[src/core/rtcmya_cfg.svh]
`ifndef RTCMYA_CFG_SVH
`define RTCMYA_CFG_SVH
`define RTCMYA_OFF_MONTH     12'h000
`define RTCMYA_OFF_YEAR      12'h004
`define RTCMYA_OFF_CORR      12'h008
`define RTCMYA_OFF_ALM_MIN   12'h00C
`define RTCMYA_OFF_ALM_HOUR  12'h010
`define RTCMYA_OFF_ALM_WDAY  12'h014
`define RTCMYA_OFF_STATUS    12'h018
`define RTCMYA_RST_MONTH     8'h01
`define RTCMYA_RST_YEAR      8'h00
`define RTCMYA_RST_CORR      8'h00
`define RTCMYA_RST_ALM       8'h00
`define RTCMYA_SUB_NOMINAL   16'h7FFF
`define RTCMYA_CORR_SEL_BIT  7
`define RTCMYA_CORR_SIGN_BIT 6
`define RTCMYA_PM_BIT        5
`define RTCMYA_XFER_MAX_TICKS 2
`endif

[src/core/rtcmya_pkg.sv]
package rtcmya_pkg;
    typedef logic [7:0] rtcmya_bcd_t;
    typedef enum logic [2:0]
    {
        RTCMYA_XF_IDLE = 3'b001,
        RTCMYA_XF_WAIT = 3'b010,
        RTCMYA_XF_LOAD = 3'b100
    } rtcmya_xfer_t;
endpackage : rtcmya_pkg

[src/core/rtcmya_top.sv]
`timescale 1ns/1ps
`default_nettype none
`include "rtcmya_cfg.svh"
// Contract
// - Month counts BCD 01..12 on day overflow
// - Month and year writes buffered, loaded within two ticks
// - Year counts BCD 00..99 on month overflow
// - Year multiple of four is leap
// - Correction shifts sub-second carry point
// - Select 0 corrects at 00,20,40 s
// - Select 1 corrects at 00 s only
// - Positive: add (magnitude minus one) times two
// - Negative: subtract (inverse plus one) times two
// - Bits five..one zero means no correction
// - Backup mode suspends correction
// - Correction clears only at power-on reset
// - Alarm minute outside 00..59 never matches
// - Alarm hour out of range never matches
// - Alarm hour bit five marks p.m.
// - Format bit: 0 twelve-hour, 1 twenty-four
// - Day overflow depends on month and leap
module rtcmya_top
    import rtcmya_pkg::*;
(
    input  wire logic               pclk,              // APB clock, 100 MHz
    input  wire logic               presetn,           // Power-on reset of RTC supply, low
    input  wire logic               psel,              // APB select
    input  wire logic               penable,           // APB enable
    input  wire logic               pwrite,            // APB direction
    input  wire logic [11:0]        paddr,             // APB byte address
    input  wire logic [31:0]        pwdata,            // APB write data
    output logic                    pready,            // APB ready
    output logic [31:0]             prdata,            // APB read data
    output logic                    pslverr,           // APB error
    input  wire logic               count_tick,        // 32.768 kHz enable pulse
    input  wire logic               day_overflow,      // Day counter wraps, pulse
    input  wire logic               hour_format_select,// 0 twelve, 1 twenty-four hour
    input  wire logic               backup_mode,       // RTC in backup mode
    input  wire rtcmya_pkg::rtcmya_bcd_t seconds_counter, // Current seconds
    input  wire rtcmya_pkg::rtcmya_bcd_t minute_counter,  // Current minutes
    input  wire rtcmya_pkg::rtcmya_bcd_t hour_counter,    // Current hours
    input  wire rtcmya_pkg::rtcmya_bcd_t weekday_counter, // Current weekday 0..6
    output logic [15:0]             subsecond_limit,   // Sub-count carry point
    output logic                    month_overflow,    // Month wraps, pulse
    output logic [5:0]              days_in_month,     // Day overflow point, BCD
    output logic                    leap_year,         // Leap year flag
    output logic                    alarm_interrupt    // Alarm match, pulse
);
    import rtcmya_pkg::*;

    rtcmya_bcd_t  month_ff, year_ff, corr_ff, alm_min_ff, alm_hour_ff, alm_wday_ff;
    rtcmya_bcd_t  buf_month_ff, buf_year_ff;
    logic         pend_month_ff, pend_year_ff;
    rtcmya_xfer_t xfer_ff;
    logic [7:0]   prev_min_ff;
    logic         alarm_ff, ovf_ff;
    logic [31:0]  rdata_ff;

    function automatic rtcmya_bcd_t bcd_inc(input rtcmya_bcd_t v);
        if (v[3:0] == 4'h9)
            bcd_inc = {v[7:4] + 4'h1, 4'h0};
        else
            bcd_inc = {v[7:4], v[3:0] + 4'h1};
    endfunction : bcd_inc

    function automatic logic bcd_in(input rtcmya_bcd_t v, input rtcmya_bcd_t lo,
                                    input rtcmya_bcd_t hi);
        bcd_in = (v[3:0] <= 4'h9) && (v >= lo) && (v <= hi);
    endfunction : bcd_in

    // APB: zero wait state, every access completes at its first access cycle
    wire wr_en = psel && penable && pwrite;
    assign pready  = 1'b1;
    assign prdata  = rdata_ff;
    assign pslverr = 1'b0;

    wire hit_month = (paddr == `RTCMYA_OFF_MONTH);
    wire hit_year  = (paddr == `RTCMYA_OFF_YEAR);

    // Buffered counter writes, taken over on a later tick
    always_ff @(posedge pclk or negedge presetn)
    begin
        if (!presetn)
        begin
            buf_month_ff <= `RTCMYA_RST_MONTH;
            buf_year_ff  <= `RTCMYA_RST_YEAR;
        end
        else if (wr_en)
        begin
            if (hit_month)
                buf_month_ff <= pwdata[7:0];
            if (hit_year)
                buf_year_ff <= pwdata[7:0];
        end
    end

    // Pending sets win over the clear done by the load
    wire load = (xfer_ff == RTCMYA_XF_LOAD);
    always_ff @(posedge pclk or negedge presetn)
    begin
        if (!presetn)
        begin
            pend_month_ff <= 1'b0;
            pend_year_ff  <= 1'b0;
        end
        else
        begin
            pend_month_ff <= (wr_en && hit_month) || (pend_month_ff && !load);
            pend_year_ff  <= (wr_en && hit_year) || (pend_year_ff && !load);
        end
    end

    // Wait for the next tick, load in the cycle after it: at most two ticks after the write
    always_ff @(posedge pclk or negedge presetn)
    begin
        if (!presetn)
            xfer_ff <= RTCMYA_XF_IDLE;
        else
        begin
            case (xfer_ff)
                RTCMYA_XF_IDLE:
                    if (pend_month_ff || pend_year_ff)
                        xfer_ff <= RTCMYA_XF_WAIT;
                RTCMYA_XF_WAIT:
                    if (count_tick)
                        xfer_ff <= RTCMYA_XF_LOAD;
                RTCMYA_XF_LOAD:
                    xfer_ff <= RTCMYA_XF_IDLE;
                default:
                    xfer_ff <= RTCMYA_XF_IDLE;
            endcase
        end
    end

    wire month_wrap = (month_ff == 8'h12);
    always_ff @(posedge pclk or negedge presetn)
    begin
        if (!presetn)
            month_ff <= `RTCMYA_RST_MONTH;
        else if (load && pend_month_ff)
            month_ff <= buf_month_ff;
        else if (day_overflow)
            month_ff <= month_wrap ? 8'h01 : bcd_inc(month_ff);
    end

    always_ff @(posedge pclk or negedge presetn)
    begin
        if (!presetn)
            ovf_ff <= 1'b0;
        else
            ovf_ff <= day_overflow && month_wrap && !(load && pend_month_ff);
    end
    assign month_overflow = ovf_ff;

    always_ff @(posedge pclk or negedge presetn)
    begin
        if (!presetn)
            year_ff <= `RTCMYA_RST_YEAR;
        else if (load && pend_year_ff)
            year_ff <= buf_year_ff;
        else if (ovf_ff)
            year_ff <= (year_ff == 8'h99) ? 8'h00 : bcd_inc(year_ff);
    end

    // BCD value is a multiple of four when tens parity matches units mod 4
    assign leap_year = year_ff[4] ? (year_ff[1:0] == 2'b10 && !year_ff[3])
                                  : (year_ff[1:0] == 2'b00 && year_ff[3:2] != 2'b11)
                                    || (year_ff[3:0] == 4'h8);

    always_comb
    begin
        case (month_ff)
            8'h02:   days_in_month = leap_year ? 6'h29 : 6'h28;
            8'h04, 8'h06, 8'h09, 8'h11:
                     days_in_month = 6'h30;
            default: days_in_month = 6'h31;
        endcase
    end

    // Correction register: only presetn clears it; software keeps rewrite timing
    always_ff @(posedge pclk or negedge presetn)
    begin
        if (!presetn)
            corr_ff <= `RTCMYA_RST_CORR;
        else if (wr_en && paddr == `RTCMYA_OFF_CORR)
            corr_ff <= pwdata[7:0];
    end

    wire corr_second = corr_ff[`RTCMYA_CORR_SEL_BIT]
                     ? (seconds_counter == 8'h00)
                     : (seconds_counter == 8'h00 || seconds_counter == 8'h20
                        || seconds_counter == 8'h40);
    wire corr_active = corr_second && (corr_ff[5:1] != 5'h00) && !backup_mode;
    wire [15:0] inc_val = {9'h000, (corr_ff[5:0] - 6'h01), 1'b0};
    wire [15:0] dec_val = {9'h000, (~corr_ff[5:0] + 6'h01), 1'b0};

    always_comb
    begin
        if (!corr_active)
            subsecond_limit = `RTCMYA_SUB_NOMINAL;
        else if (corr_ff[`RTCMYA_CORR_SIGN_BIT])
            subsecond_limit = `RTCMYA_SUB_NOMINAL - dec_val;
        else
            subsecond_limit = `RTCMYA_SUB_NOMINAL + inc_val;
    end

    always_ff @(posedge pclk or negedge presetn)
    begin
        if (!presetn)
        begin
            alm_min_ff  <= `RTCMYA_RST_ALM;
            alm_hour_ff <= `RTCMYA_RST_ALM;
            alm_wday_ff <= `RTCMYA_RST_ALM;
        end
        else if (wr_en)
        begin
            if (paddr == `RTCMYA_OFF_ALM_MIN)
                alm_min_ff <= pwdata[7:0];
            else if (paddr == `RTCMYA_OFF_ALM_HOUR)
                alm_hour_ff <= pwdata[7:0];
            else if (paddr == `RTCMYA_OFF_ALM_WDAY)
                alm_wday_ff <= {1'b0, pwdata[6:0]};
        end
    end

    wire min_ok  = bcd_in(alm_min_ff, 8'h00, 8'h59);
    wire hour_ok = hour_format_select ? bcd_in(alm_hour_ff, 8'h00, 8'h23)
                 : (bcd_in(alm_hour_ff, 8'h01, 8'h12)
                    || bcd_in(alm_hour_ff, 8'h21, 8'h32));
    wire day_ok  = (weekday_counter <= 8'h06) && alm_wday_ff[weekday_counter[2:0]];
    wire match   = min_ok && hour_ok && day_ok && (minute_counter == alm_min_ff)
                 && (hour_counter == alm_hour_ff);

    always_ff @(posedge pclk or negedge presetn)
    begin
        if (!presetn)
        begin
            prev_min_ff <= 8'h00;
            alarm_ff    <= 1'b0;
        end
        else
        begin
            prev_min_ff <= minute_counter;
            alarm_ff    <= match && (minute_counter != prev_min_ff);
        end
    end
    assign alarm_interrupt = alarm_ff;

    // Status word gives leap flag and pending transfer state
    always_ff @(posedge pclk or negedge presetn)
    begin
        if (!presetn)
            rdata_ff <= 32'h0000_0000;
        else if (psel && !penable && !pwrite)
        begin
            if (paddr == `RTCMYA_OFF_MONTH)
                rdata_ff <= {24'h000000, month_ff};
            else if (paddr == `RTCMYA_OFF_YEAR)
                rdata_ff <= {24'h000000, year_ff};
            else if (paddr == `RTCMYA_OFF_CORR)
                rdata_ff <= {24'h000000, corr_ff};
            else if (paddr == `RTCMYA_OFF_ALM_MIN)
                rdata_ff <= {24'h000000, alm_min_ff};
            else if (paddr == `RTCMYA_OFF_ALM_HOUR)
                rdata_ff <= {24'h000000, alm_hour_ff};
            else if (paddr == `RTCMYA_OFF_ALM_WDAY)
                rdata_ff <= {24'h000000, alm_wday_ff};
            else if (paddr == `RTCMYA_OFF_STATUS)
                rdata_ff <= {29'h0, leap_year, pend_year_ff, pend_month_ff};
            else
                rdata_ff <= 32'h0000_0000;
        end
    end

endmodule : rtcmya_top
`default_nettype wire

[config.mk]
export PLATFORM = sky130hd
export DESIGN_NAME = rtcmya_top
export DESIGN_NICKNAME = d
export VERILOG_FILES = /design/src/core/rtcmya_pkg.sv /design/src/core/rtcmya_top.sv
export VERILOG_INCLUDE_DIRS = /design/src /design/src/core
export SDC_FILE = /design/constraint.sdc
export NUM_CORES = 1
export LEC_CHECK = 0
export BUFFER_PORTS_ARGS = -buffer_cell sky130_fd_sc_hd__buf_2
export CORE_UTILIZATION = 40
export DETAILED_ROUTE_END_ITERATION = 12
export PLACE_DENSITY_LB_ADDON = 0.08
export SYNTH_ARGS = -nofsm -noshare
export SYNTH_HDL_FRONTEND = slang
export SYNTH_SLANG_ARGS = --single-unit
[constraint.sdc]
create_clock -name pclk -period 2.85 [get_ports pclk]
set_input_delay 0.57 -clock pclk [delete_from_list [all_inputs] [get_ports pclk]]
set_output_delay 0.57 -clock pclk [all_outputs]
set_load 0.01 [all_outputs]
# [Word level (Yosys, flattened, before mapping)]
# Cells that the tools add are included.
[classes] n_addsub=8 multipliers=0 n_div=0 magnitude_cmp=12 eq_ne=28 shift=0 n_mux=27 bitwise=3 n_reduce_logical=61
[op_table] cell="8-bit two-way mux" count=13
[op_table] cell="12-bit by 5-bit == test with 1-bit output, second input constant" count=3
[op_table] cell="16-bit two-way mux" count=2
[op_table] cell="1-bit logical AND" count=31
[op_table] cell="12-bit by 4-bit == test with 1-bit output, second input constant" count=2
[op_table] cell="8-bit by 1-bit greater-or-equal comparator with 1-bit output, second input constant" count=3
[op_table] cell="15-bit by 7-bit adder with 16-bit output, first input constant" count=1
[op_table] cell="4-bit by 1-bit adder with 4-bit output, second input constant" count=4
[op_table] cell="8-bit by 3-bit == test with 1-bit output, second input constant" count=2
[op_table] cell="8-bit by 5-bit == test with 1-bit output, second input constant" count=2
[op_table] cell="8-bit == test" count=2
[op_table] cell="8-bit by 6-bit less-or-equal comparator with 1-bit output, second input constant" count=2
[op_table] cell="15-bit by 7-bit subtractor with 16-bit output, first input constant" count=1
[op_table] cell="12-bit by 3-bit == test with 1-bit output, second input constant" count=1
[op_table] cell="4-bit == test, second input constant" count=3
[op_table] cell="12-bit zero test" count=1
[op_table] cell="2-bit AND reduction" count=6
[op_table] cell="5-bit case mux with 2 select lines" count=1
[op_table] cell="3-bit two-way mux" count=3
[op_table] cell="8-bit by 2-bit == test with 1-bit output, second input constant" count=1
[op_table] cell="8-bit by 4-bit == test with 1-bit output, second input constant" count=1
[op_table] cell="8-bit by 6-bit == test with 1-bit output, second input constant" count=1
[op_table] cell="8-bit by 7-bit == test with 1-bit output, second input constant" count=1
[op_table] cell="8-bit == test, second input constant" count=1
[op_table] cell="other kinds (30)" count=51
[word_totals] regBits=110 latch_bits=0 mem_bits_rw=0 romBits=0 output_inout_bits=59 wordCells=156 memories=0

# [Depth between registers and ports, before layout]
# Gate-level depths: netlist of the first run.
[depth] word_depth=11 depth_mapped=11

# [Least setup slack after synthesis of the first run]
# OpenSTA, ideal clock, no wires.
[synth_path] path_kind="reg2out" start="register corr_ff[0]" end="output port subsecond_limit[6]" arrival_ns=2.311 setup_slack_ns=-0.031 path_stages_with_launch=12 path_buffers=2 path_cell_list="dfrtp_1 clkbuf_1 inv_1 ha_1 clkbuf_1 nand2_1 or2_2 a21oi_1 and3_1 ha_1 mux2_2 nand2_1"
[synth_via] elab_chain_len=5
[synth_rtl] element="from (decl)" line_no="rtcmya_top.sv:51" source="rtcmya_bcd_t month_ff, year_ff, corr_ff, alm_min_ff, alm_hour_ff, alm_wday_ff;"
[synth_rtl] element="from (signal assigned)" line_no="rtcmya_top.sv:184" source="corr_ff <= `RTCMYA_RST_CORR;"
[synth_rtl] element="from (signal assigned)" line_no="rtcmya_top.sv:186" source="corr_ff <= pwdata[7:0];"
[synth_rtl] element="6-bit inverter" line_no="rtcmya_top.sv:195" source="wire [15:0] dec_val = {9'h000, (~corr_ff[5:0] + 6'h01), 1'b0};"
[synth_rtl] element="6-bit by 1-bit adder with 6-bit output" line_no="rtcmya_top.sv:195"
[synth_rtl] element="15-bit by 7-bit subtractor with 16-bit output (no line)"
[synth_rtl] element="16-bit two-way mux (*)" line_no="rtcmya_top.sv:201" source="else if (corr_ff[`RTCMYA_CORR_SIGN_BIT])"
[synth_rtl] element="16-bit two-way mux (*)" line_no="rtcmya_top.sv:199" source="if (!corr_active)"
[synth_rtl] element="to (decl)" line_no="rtcmya_top.sv:43" source="output logic [15:0] subsecond_limit,"
# Every way passes the cells marked *; elsewhere a longest branch is shown, timed or not.

# [Worst setup path in the final report of the first run]
[layout_path] start="register corr_ff[1]" end="output port subsecond_limit[6]"
[layout_via] elab_chain_len=5
[layout_rtl] element="6-bit inverter" line_no="rtcmya_top.sv:195"
[layout_rtl] element="6-bit by 1-bit adder with 6-bit output" line_no="rtcmya_top.sv:195"
[layout_rtl] element="15-bit by 7-bit subtractor with 16-bit output (no line)"
[layout_rtl] element="16-bit two-way mux" line_no="rtcmya_top.sv:201"
[layout_rtl] element="16-bit two-way mux (*)" line_no="rtcmya_top.sv:199"
# Marks and branches as above.

==> run summary, run 1 <==
Summing all placed instances gives a cell area of 5980 um2. Total DRC errors in the routed layout: 0. The Yosys step of the flow raised 0 warnings. The die outline height came out at 118 um. Data arrives at the worst endpoint at 2300 ps.

The tools report the filler cell count as 1,224. The clock period minus worst slack was 2870 ps. The count of antenna-violating nets left after detailed routing is 0.

Summing all multi-input logic gate instances after layout gives 2960 um2. The clock drives 86 sinks. In this run the critical register-to-register path is launched from month_ff[3]$_DFFE_PN0P_. For this run, the slowest stage of the critical path takes 430 ps.

The die is 118 um wide. The run finished, with violations left. The worst register-to-register path has a depth of 5. Number of nets in the final layout: 740.

At the pin with the least slew margin, the transition time is 558 ps. The worst setup path category was register to primary output. Setup slack on the worst reg-to-reg path comes out at 820 ps. The post-detailed-route via-to-cell ratio is 5.41. For this run, the detailed router's first-pass iteration total came to 5. Max-cap violations in this run came to 0. The cell count after synthesis came out at 545.

In the layout the commonest cells are sky130_fd_sc_hd__buf_2 (87), sky130_fd_sc_hd__dfrtp_1 (83), sky130_fd_sc_hd__nand2_1 (46), sky130_fd_sc_hd__mux2_2 (38), sky130_fd_sc_hd__o21ai_0 (35). Detailed routing placed a total of 6.94 mm of wire on met2. The run gives 2 as the count of final setup violators. The clock transition at the register clock pins on the worst setup and hold paths after CTS is 60 ps. The worst path required time was 2280 ps.

The run gives 23.7 mm as the wire length of the first global-routing pass. Clock skew on the completed layout was measured at 6.21 ps. Row generation in the floorplan step produced 41 rows. 144 I/O pins were placed. In this run, distinct cell masters in the synthesized netlist total 69. The number of global-route vias before repair was 4,351. The remaining global-route overflow was 0; the maximum net fanout on the critical path was 4. For this design the static power due to leakage is 0.00296 uW.

The number of hold violations in the final report was 0. The worst-case IR drop observed on VDD is 0.354 mV. The logs give 12,800 um2 for the placeable core region and 721 um for the met3 wire length. STA classifies the critical path startpoint as a register. Clock latency on the worst-skew pair, taken at its later pin, is 350 ps. The area growth from synthesis to final layout is 20.5%. Predominant post-synthesis flop cell: sky130_fd_sc_hd__dfrtp_1. Worst-case setup margin in the final layout: -18.0 ps. CTS built an H-tree with a depth of 3. Final hold analysis gives a worst-case slack of 205 ps.

Largest net degree at the start of global routing: 46. The worst reg2reg path endpoint was month_ff[6]$_DFFE_PN0P_. The overall die area was 13,900 um2; the number of buffers added to fix hold violations after cts was 0. The run gives 22.3% as the aggregate global-route resource usage. The worst setup path is captured at a primary output. The sequential cell area was 2160 um2.

For this design, the slowest cell found on the critical path is sky130_fd_sc_hd__dfrtp_1. The buffer and inverter count on the worst path was 3; the power per unit of standard cell area was 519 nW/um2. In the finished design, the share of the clock period the worst path needs comes to 101%. The first-iteration detailed-routing DRC count is 195, and the effective utilization at floorplan is 41.8%. The average instance in the mapped netlist occupies 9.83 um2. The run gives 0 as the initial antenna violation count. The library cell used most frequently in the layout, excluding fill and tap cells, is sky130_fd_sc_hd__buf_2. The number of synthesized flops with an enable pin came out at 0. The checks that failed: setup timing. The run gives 6460 um2 as the post-route standard cell area excluding fillers.

On the critical path the largest part of the delay comes from simple AND/OR/NAND/NOR gates. Final antenna diode count: 0. TritonCTS created 9 clock buffers. The number of synthesized register bits works out to 86. Summed over all layers, the routed wires come to 15.0 mm. The number of buffer cells added on primary ports was 89; the worst-case headroom to the max-slew limit was 62.7%. Worst min-delay path class: primary input to asynchronous set/reset pin. Setup repair after global routing could not meet its margin everywhere. Summing the sequential cell areas from Yosys gives 40.2% of the chip area. After detailed routing, no signal wire sits above met4.

For the number of pins exceeding their max-slew limit in the final report, the log shows 0. Traced cell by cell, the critical path runs through inv_2, ha_4, buf_6, nor2_4, nand3_2, a21oi_4, and3_4, ha_4, mux2_4, nand2_2, buf_6. TritonCTS built the clock tree. After detailed routing, the average wire length per cell comes to 18.2 um. After synthesis the cells add up to 5360 um2.

The share of async-settable or async-resettable flops after synthesis came out at 100%. For the met1 wire length, the log shows 6.91 mm. Routability-driven placement finished with a final weighted congestion of 0.878.

Of the cells placed in the final design, the portion with a size suffix greater than 1 is 33.5%. The root buffer cell chosen for the clock tree is sky130_fd_sc_hd__clkbuf_16. Timing would allow up to 349 MHz.

The run gives 2 as the deepest clock path buffer count. Detailed routing inserted a total of 4,453 vias. The estimated wirelength of the detail-placed design was 11.2 mm.
## cells by family (layout without fill, tap and decap cells)
logic type | after synthesis | after routing | synth area share, %
fa+ha+maj | 10 | 10 | 2.29
other cells | 2 | 30 | 0.140
xor+xnor | 28 | 28 | 4.58
simple gates | 169 | 169 | 18.1
mux | 56 | 56 | 12.4
compound gates | 116 | 116 | 14.2
buf+inv | 78 | 156 | 8.15
flops | 86 | 86 | 40.2
## metrics by stage
| step | power (uW) | setup WS, ps | setup TNS, ps | cells | util (%) |
|---|---|---|---|---|---|
| detailed placement | 2080 | 123 | 0 | 799 | 46.6 |
| finish | 3350 | -18.0 | -31.1 | 823 | 50.4 |
| global route | 3520 | -108 | -211 | 823 | 50.4 |
| floorplan | 1860 | 46.5 | 0 | 573 | - |
| global placement | 2060 | 151 | 0 | 799 | 46.6 |
| CTS | 3390 | -76.0 | -76.0 | 820 | 50.0 |
## cells in the mapped netlist, drive strengths merged (3+ instances only)
master / number / area share (%)
a22oi: 4 / 0.56
o21bai: 3 / 0.42
or2: 4 / 0.47
nor2: 20 / 1.5
o211ai: 5 / 0.70
a211oi: 7 / 0.98
xor2: 4 / 0.65
buf: 38 / 5.3
o2bb2ai: 3 / 0.49
ha: 9 / 2.1
nand2b: 11 / 1.3
o21ai: 36 / 3.4
dfstp: 3 / 1.5
dfrtp: 83 / 39
xnor2: 24 / 3.9
mux2: 47 / 10
or4: 8 / 1.3
a21o: 6 / 0.84
nand2: 47 / 3.3
a22o: 3 / 0.49
mux2i: 8 / 1.5
nor3b: 3 / 0.42
nand3b: 6 / 0.91
nand4: 5 / 0.58
nor3: 13 / 1.4
o22ai: 6 / 0.70
and3: 5 / 0.58
a21oi: 18 / 1.7
nor4bb: 5 / 0.93
inv: 18 / 1.3
nand3: 9 / 0.84
clkbuf: 22 / 1.5
or3: 7 / 0.93
o31ai: 4 / 0.56
nor2b: 4 / 0.47
nor4: 14 / 1.9
## layout make-up
type                    instances  share of cell area (%)
multi-input cells             409                    45.9
repair buffers                122                    11.3
well taps                     172                    3.33
inverters                      18                    1.05
clock inverters                 5                    1.28
clock buffers                  11                    3.76
flip-flops and latches         86                    33.4
## routing by layer
layer | track usage, % | vias to the layer above
met4 | 10.8 | 0
met5 | 0 | -
met3 | 3.54 | 26
met2 | 34.9 | 149
met1 | 30.0 | 2163
li1 | - | 2115
## state kept, by name, indices dropped and copies added, names as in the netlist, 7 cells and up
signal,count
alm_hour_ff,8
alm_min_ff,8
alm_wday_ff,7
buf_month_ff,8
buf_year_ff,8
corr_ff,8
month_ff,8
prdata,8
prev_min_ff,8
year_ff,8
## how the worst max path moves through the flow
stage	startpoint	endpoint	slack, ps	depth (start not counted)
6_report	corr_ff[1]$_DFFE_PN0P_	subsecond_limit[6]	-20	11
5_1_grt	corr_ff[1]$_DFFE_PN0P_	subsecond_limit[6]	-110	11
4_1_cts	corr_ff[1]$_DFFE_PN0P_	subsecond_limit[6]	-80	10
3_5_place_dp	corr_ff[1]$_DFFE_PN0P_	subsecond_limit[6]	120	10
3_3_place_gp	corr_ff[1]$_DFFE_PN0P_	subsecond_limit[6]	150	10
2_1_floorplan	corr_ff[0]$_DFFE_PN0P_	subsecond_limit[6]	50	11
## power by group
| group | internal (uW) | total [uW] | switching (uW) |
|---|---|---|---|
| registers | 1320 | 1490 | 166 |
| logic | 255 | 570 | 314 |
| clock network | 792 | 1300 | 505 |
## timing repair
action	in CTS	in global routing
setup buffers	5	3
hold endpoints to repair	0	0
pin swaps	7	7
setup endpoints to repair	1	4
gates cloned	0	0
gates resized for setup	14	6
(Power assumes the default switching activity.)
==> run 2: changes to the inputs <==
- RECOVER_POWER: not set -> 50
- TNS_END_PERCENT: not set -> 5
- clock period: 2.85 -> 3.7 ns (I/O delays scaled with it)
==> run summary, run 2 (synthesis gave the netlist of run 1 again) <==
The core region is 12,800 um2. In this run the power density over the cells is 428 nW/um2. The portion of the clock cycle consumed by the worst path in the final layout is 94.1%. The longest clock path from root to sink contains 2 buffers. In the routed design, unresolved DRC markers number 0.

In this run the tool buffered the top-level ports with 89 buffer cells. For met3 alone, demand over resource in global routing was 2.76%. Dividing the detail-routed wire length by the instance count gives 18.0 um. Global routing finished with a remaining overflow of 0. Setup skew after layout: 7.68 ps. The run finished, with violations left.

The most used cell along the critical path was sky130_fd_sc_hd__nand2_1. Global-route met2 utilization: 34.4%. Buffers inserted during clock tree synthesis total 9.

TritonCTS built the clock tree. Data on the critical path is required at its endpoint by 2960 ps. In this run the worst path has a maximum fanout of 11. Setup slack closes at 219 ps.

The launch point of the worst reg-to-reg path was xfer_ff[1]$_DFFE_PN0P_. The maximum level of the CTS H-tree is 3, and the post-layout total power is 2620 uW. Headroom to the max-slew limit came out at -45.2%. The worst setup path is of the register to primary output kind.

The most critical setup path has its endpoint at subsecond_limit[6]. The worst setup path is captured at a primary output. The final reports fail on capacitance limit, slew limit. The first routing iteration left 308 violations. The tools report the buffer cell driving the clock tree root as sky130_fd_sc_hd__clkbuf_16. In the final layout, the share of cells above drive strength 1 is 27.0%. Timing would allow up to 287 MHz. The area growth from synthesis to final layout is 14.2%. STA classifies the critical path startpoint as a register. Origin of the worst setup path: corr_ff[0]$_DFFE_PN0P_.

Leaving out fill and tap cells, the most frequent cell in the layout is sky130_fd_sc_hd__dfrtp_1. After global routing, the most crowded layer is met2. The signal on the critical path passes through inv_2, ha_2, nand2_1, or2_2, a21oi_1, and3_1, ha_1, mux2_2, nand2_1, buf_2. The logs give 0 for the initial antenna violation count and 87 for the largest net degree at the start of global routing. The post-CTS setup-driven buffer insertion count was 0; the count of final setup violators was 0. The worst reg2reg path endpoint was month_ff[6]$_DFFE_PN0P_. For the static leakage power, the log shows 0.00278 uW.

At the later pin of the worst-skew pair, clock insertion delay measures 350 ps. The estimated wirelength of the detail-placed design is 10.6 mm. The number of hold violations in the final report was 0; the data arrival time at the worst-slack endpoint was 2740 ps. Number of rows in the core area: 41. The die covers 13,900 um2. After the last flow step, the layout net total stands at 712.

The aggregate global-route resource usage came out at 21.5%. The pre-CTS setup slack was 464 ps; the final setup TNS was 0 ps. In this run the number of cells on the critical path is 10. At the end of routability-driven placement, the weighted congestion stood at 0.874. The run gives 29.5% as the met1 demand-to-capacity share in global routing. In this design, the stage delay of the slowest critical-path cell is 490 ps.

The worst min-delay path class is register to register. The number of buffers and inverters on the critical path is 2. The startpoint identified for the worst hold timing path is prdata[6]$_DFFE_PN0P_. Setup repair after global routing left no endpoint under its margin. The die is 118 um tall. For the max capacitance violation total, the log shows 1. Clock period minus worst slack: 3480 ps. The count of antenna-violating nets left after detailed routing is 0, and the length of the first detailed-routing pass in iterations is 6. The routed layout has 4,291 vias. The clock transition at the register clock pins on the worst setup and hold paths after CTS works out to 60 ps. The first global-routing pass estimated 22.8 mm of wire.

The repair_antennas step left the layout with diodes totalling 0. Hold repair after CTS inserted 0 buffers. The number of global-route vias before repair came out at 4,144. On the critical path, the stage with the largest delay is an instance of sky130_fd_sc_hd__dfrtp_1. Measured slew at the worst slew-check pin: 2180 ps.

In this run the horizontal extent of the chip is 118 um. The initial utilization of the core area, before any placement, comes to 41.8%. The tools report the top-level I/O count as 144. The post-detailed-route via-to-cell ratio came out at 5.40. The number of sinks handled by clock tree synthesis was 86. The tools report the aggregate routed wire length as 14.3 mm. Number of cells on the worst reg-to-reg path: 6. Leaving out fill and tap cells, the most frequent cells in the layout are sky130_fd_sc_hd__dfrtp_1 (83), sky130_fd_sc_hd__buf_2 (80), sky130_fd_sc_hd__nand2_1 (47), sky130_fd_sc_hd__mux2_2 (39), sky130_fd_sc_hd__o21ai_0 (35). Grouping stages by cell kind, the critical path spends the most delay in simple AND/OR/NAND/NOR gates. The run gives 473 ps as the worst hold slack after final layout.

The number of gates resized after CTS was 0. The maximum resistive drop on vdd is 0.208 mV. The reg-to-reg setup timing slack was 1460 ps.

The number of pins exceeding their max-slew limit in the final report was 87.
==> run 2: worst min-delay path by stage <==
stage,to,slack (ps),cells after the start
2_1_floorplan,alarm_interrupt$_DFF_PN0_,440,0
3_3_place_gp,prdata[6]$_DFFE_PN0P_,460,2
3_5_place_dp,prdata[6]$_DFFE_PN0P_,470,2
4_1_cts,prdata[6]$_DFFE_PN0P_,480,2
5_1_grt,month_ff[0]$_DFFE_PN1P_,510,2
6_report,prdata[6]$_DFFE_PN0P_,470,2
==> run 2: tightest hold or removal path, delay by kind of cell, from the launching register on <==
family           cells  cell delay, ps
AO/OA/AOI/OAI        1              60
AND/OR/NAND/NOR      1              40
flip-flops           1             340
==> run 2: stage by stage <==
| stage | utilization (%) | instances | cell area (um2) |
|---|---|---|---|
| 4_1_cts | 47.9 | 794 | 6140 |
| 3_5_place_dp | 45.2 | 779 | 5800 |
| 3_3_place_gp | 45.2 | 779 | 5800 |
| 6_report | 47.7 | 794 | 6120 |
| 5_1_grt | 47.7 | 794 | 6120 |
| 2_1_floorplan | - | 573 | 5460 |
==> run 2: cell type report <==
cell class,instances,area [um2]
tap,172,215
fill,1274,6700
multi-input combinational,409,2880
clock buffer,11,243
timing repair buffer,94,465
inverter,18,67.6
sequential,86,2160
clock inverter,4,95.1
==> run 2: per-layer routing <==
layer | wire, um | part of all wire (%) | up-vias
li1 | - | - | 2056
met1 | 6720 | 47 | 2077
met2 | 6660 | 47 | 144
met3 | 680 | 4.8 | 14
met4 | 203 | 1.4 | 0
met5 | 0 | 0 | -
==> run 2: power breakdown <==
part / total, uW / internal (uW) / switching (uW)
Combinational: 430 / 190 / 240
Clock: 1040 / 674 / 371
Sequential: 1140 / 1020 / 126
Total: 2620 / 1880 / 737
==> run 3: changes to the inputs <==
- CORE_UTILIZATION: 40 -> 58
- CTS_CLUSTER_DIAMETER: not set -> 120
==> run summary, run 3 (synthesis gave the netlist of run 1 again) <==
The flow ran to the end, but the final reports show violations. The checks that failed: DRC, capacitance limit, slew limit. Dividing the detail-routed wire length by the instance count gives 18.7 um. The tools report the overall die area as 9630 um2.

The path class of the tightest hold or removal check is register to register. Uppermost layer routed: met4. The last weighted congestion value of the routability-driven placer is 0.920, and the remaining global-route overflow is 0. In the final layout, flip-flops and latches occupy 2160 um2.

The clock transition at the register clock pins on the worst setup and hold paths after CTS was 100 ps. The number of buffers added to fix hold violations after cts is 0, and the final cell utilization of the core is 66.9%. The final antenna diode count is 0, and the initial antenna violation count is 0. The library cells used most frequently in the layout, excluding fill and tap cells, are sky130_fd_sc_hd__dfrtp_1 (83), sky130_fd_sc_hd__buf_2 (80), sky130_fd_sc_hd__nand2_1 (47), sky130_fd_sc_hd__mux2_2 (39), sky130_fd_sc_hd__o21ai_0 (35). Counting stages on the worst path, the most repeated cell is sky130_fd_sc_hd__nand2_1. After detailed routing, the total wire length is 13.7 mm. For the count of final setup violators, the log shows 0.

The run gives 10 as the length of the first detailed-routing pass in iterations. The first global-routing pass estimated 21.9 mm of wire. The tools report the final setup TNS as 0 ps. The run gives 4,121 as the number of global-route vias before repair.

The worst setup path category is register to primary output. The area growth from synthesis to final layout was 10.5%; the worst path required time was 2960 ps. The post-detailed-placement cell area is 5730 um2. Once the clock tree was built, the setup fixing pass inserted 0 buffers.

Clock latency on the worst-skew pair, taken at its later pin, is 370 ps. Entering global routing, the biggest net connects 87 pins. Using the TritonRoute via totals, the vias-per-cell ratio works out to 5.95. The buffer cell driving the clock tree root was sky130_fd_sc_hd__clkbuf_8. Dividing total power by cell area gives a power density of 382 nW/um2.

The die is 98.1 um tall. The filler-free cell count of the finished design came out at 732. The maximum level of the CTS H-tree is 3. The met3 wire length was 700 um; the clock period minus worst slack was 3500 ps. Setup skew after layout: 11.3 ps. Routed via count: 4,358. Walking the worst path, the cells encountered are inv_2, ha_2, nand2_1, or2_2, a21oi_1, and3_1, ha_1, mux2_2, nand2_1, buf_2. In this run the standard cell core region covers 8850 um2. Row generation in the floorplan step produced 34 rows. The number of gates resized after CTS was 0. The data arrival time at the worst-slack endpoint is 2760 ps, and the maximum achievable frequency is 286 MHz. The final critical path takes up 94.6% of the cycle. On the worst path, the slowest cell contributes a delay of 510 ps.

Among all stages on the critical path, the largest delay is contributed by sky130_fd_sc_hd__dfrtp_1. Buffers inserted during clock tree synthesis total 9. The most common cell after layout, fill and taps aside was sky130_fd_sc_hd__dfrtp_1. For the number of nets in the final layout, the log shows 713. Detailed routing placed a total of 6.60 mm of wire on met2. The multi-input combinational cells in the finished layout cover a total of 2880 um2. TritonCTS built the clock tree. Clock tree synthesis found a total of 86 sinks.

After legalization and detailed placement, the total HPWL measured 10.1 mm. The max capacitance violation total was 1; the effective utilization at floorplan was 60.6%. The maximum net fanout on the critical path came out at 11. The total DRC errors in the routed layout came out at 8. The layout has 728 filler cells. For the static leakage power, the log shows 0.00271 uW. Setup repair after global routing left no endpoint under its margin. The die span in x is 98.1 um, and the number of hold violations in the final report is 0.

At the pin with the least slew margin, the transition time is 2060 ps. Global routing used 29.8% of the available tracks across all layers. Cells with a size suffix above 1 make up 27.4% of the layout. In the final routing, the length of wire on met1 measures 6.06 mm.

The detail route stage leaves a number of antenna-violating nets equal to 0. The completed layout was analyzed and its total power is 2260 uW. The number of pins exceeding their max-slew limit in the final report was 87; the maximum resistive drop on vdd was 0.210 mV. STA classifies the critical path startpoint as a register. The longest clock path from root to sink contains 2 buffers. The number of instances in the placed design came out at 716. Port buffering added 89 buffers. In this run the tightest slew margin relative to its limit is -37.0%. For this design the top-level I/O count stands at 144. With fillers left out, the area of the finished cells amounts to 5920 um2.

The first routing iteration left 254 violations. STA classifies the critical path endpoint as a primary output.
-- run 3: cell count changes in the layout (fill, tap and decap cells not counted) --
cell,change
sky130_fd_sc_hd__buf_4,+1
sky130_fd_sc_hd__clkbuf_1,-1
sky130_fd_sc_hd__bufinv_16,-2
sky130_fd_sc_hd__clkinv_4,+1
sky130_fd_sc_hd__inv_6,+1
sky130_fd_sc_hd__clkinvlp_4,+3
sky130_fd_sc_hd__clkbuf_8,+9
sky130_fd_sc_hd__clkbuf_16,-9
sky130_fd_sc_hd__clkinv_2,-1
-- run 3: path summary, 6_finish.rpt --
| kind | end | slack (ps) | start | depth (start not counted) |
|---|---|---|---|---|
| worst max-delay path | subsecond_limit[6] | 200 | corr_ff[0]$_DFFE_PN0P_ | 10 |
| worst min-delay path | year_ff[1]$_DFFE_PN0P_ | 490 | buf_year_ff[1]$_DFFE_PN0P_ | 2 |
| worst max register to register | month_ff[6]$_DFFE_PN0P_ | 1400 | xfer_ff[1]$_DFFE_PN0P_ | 6 |
| worst min register to register | year_ff[1]$_DFFE_PN0P_ | 490 | buf_year_ff[1]$_DFFE_PN0P_ | 2 |
| max in group asynchronous | month_overflow$_DFF_PN0_ | 1520 | presetn | 1 |
| min in group asynchronous | month_ff[3]$_DFFE_PN0P_ | 940 | presetn | 1 |
-- run 3: cell type report --
cell class | count | share of cell area [%]
well taps | 108 | 2.28
clock inverters | 6 | 1.18
repair buffers | 95 | 7.99
inverters | 18 | 1.14
multi-input cells | 409 | 48.7
flip-flops and latches | 86 | 36.4
clock buffers | 10 | 2.33
-- run 3: critical path: cells and delay by family (launching register included) --
| kind | cells | cell delay [ps] |
|---|---|---|
| and+or+nand+nor | 4 | 680 |
| DFF | 1 | 510 |
| adders and majority gates | 2 | 500 |
| buffers and inverters | 2 | 290 |
| muxes | 1 | 250 |
| AOI/OAI and AO/OA | 1 | 180 |
-- run 3: power by group --
group / switching, uW / internal [uW]
sequential: 126 / 1020
clock: 354 / 334
combinational: 242 / 190
-- run 3: layer usage --
metal	GRT usage, %	up-vias
li1	-	2062
met1	40.6	2107
met2	49.4	170
met3	4.08	19
met4	9.09	0
met5	0	-
-- run 3: stage by stage --
stage                     hold WS, ps  setup slack, ps
after floorplan                   444              649
after global placement            456              536
after detailed placement          466              472
after CTS                         487             80.9
after global routing              532             60.7
final                             486              200
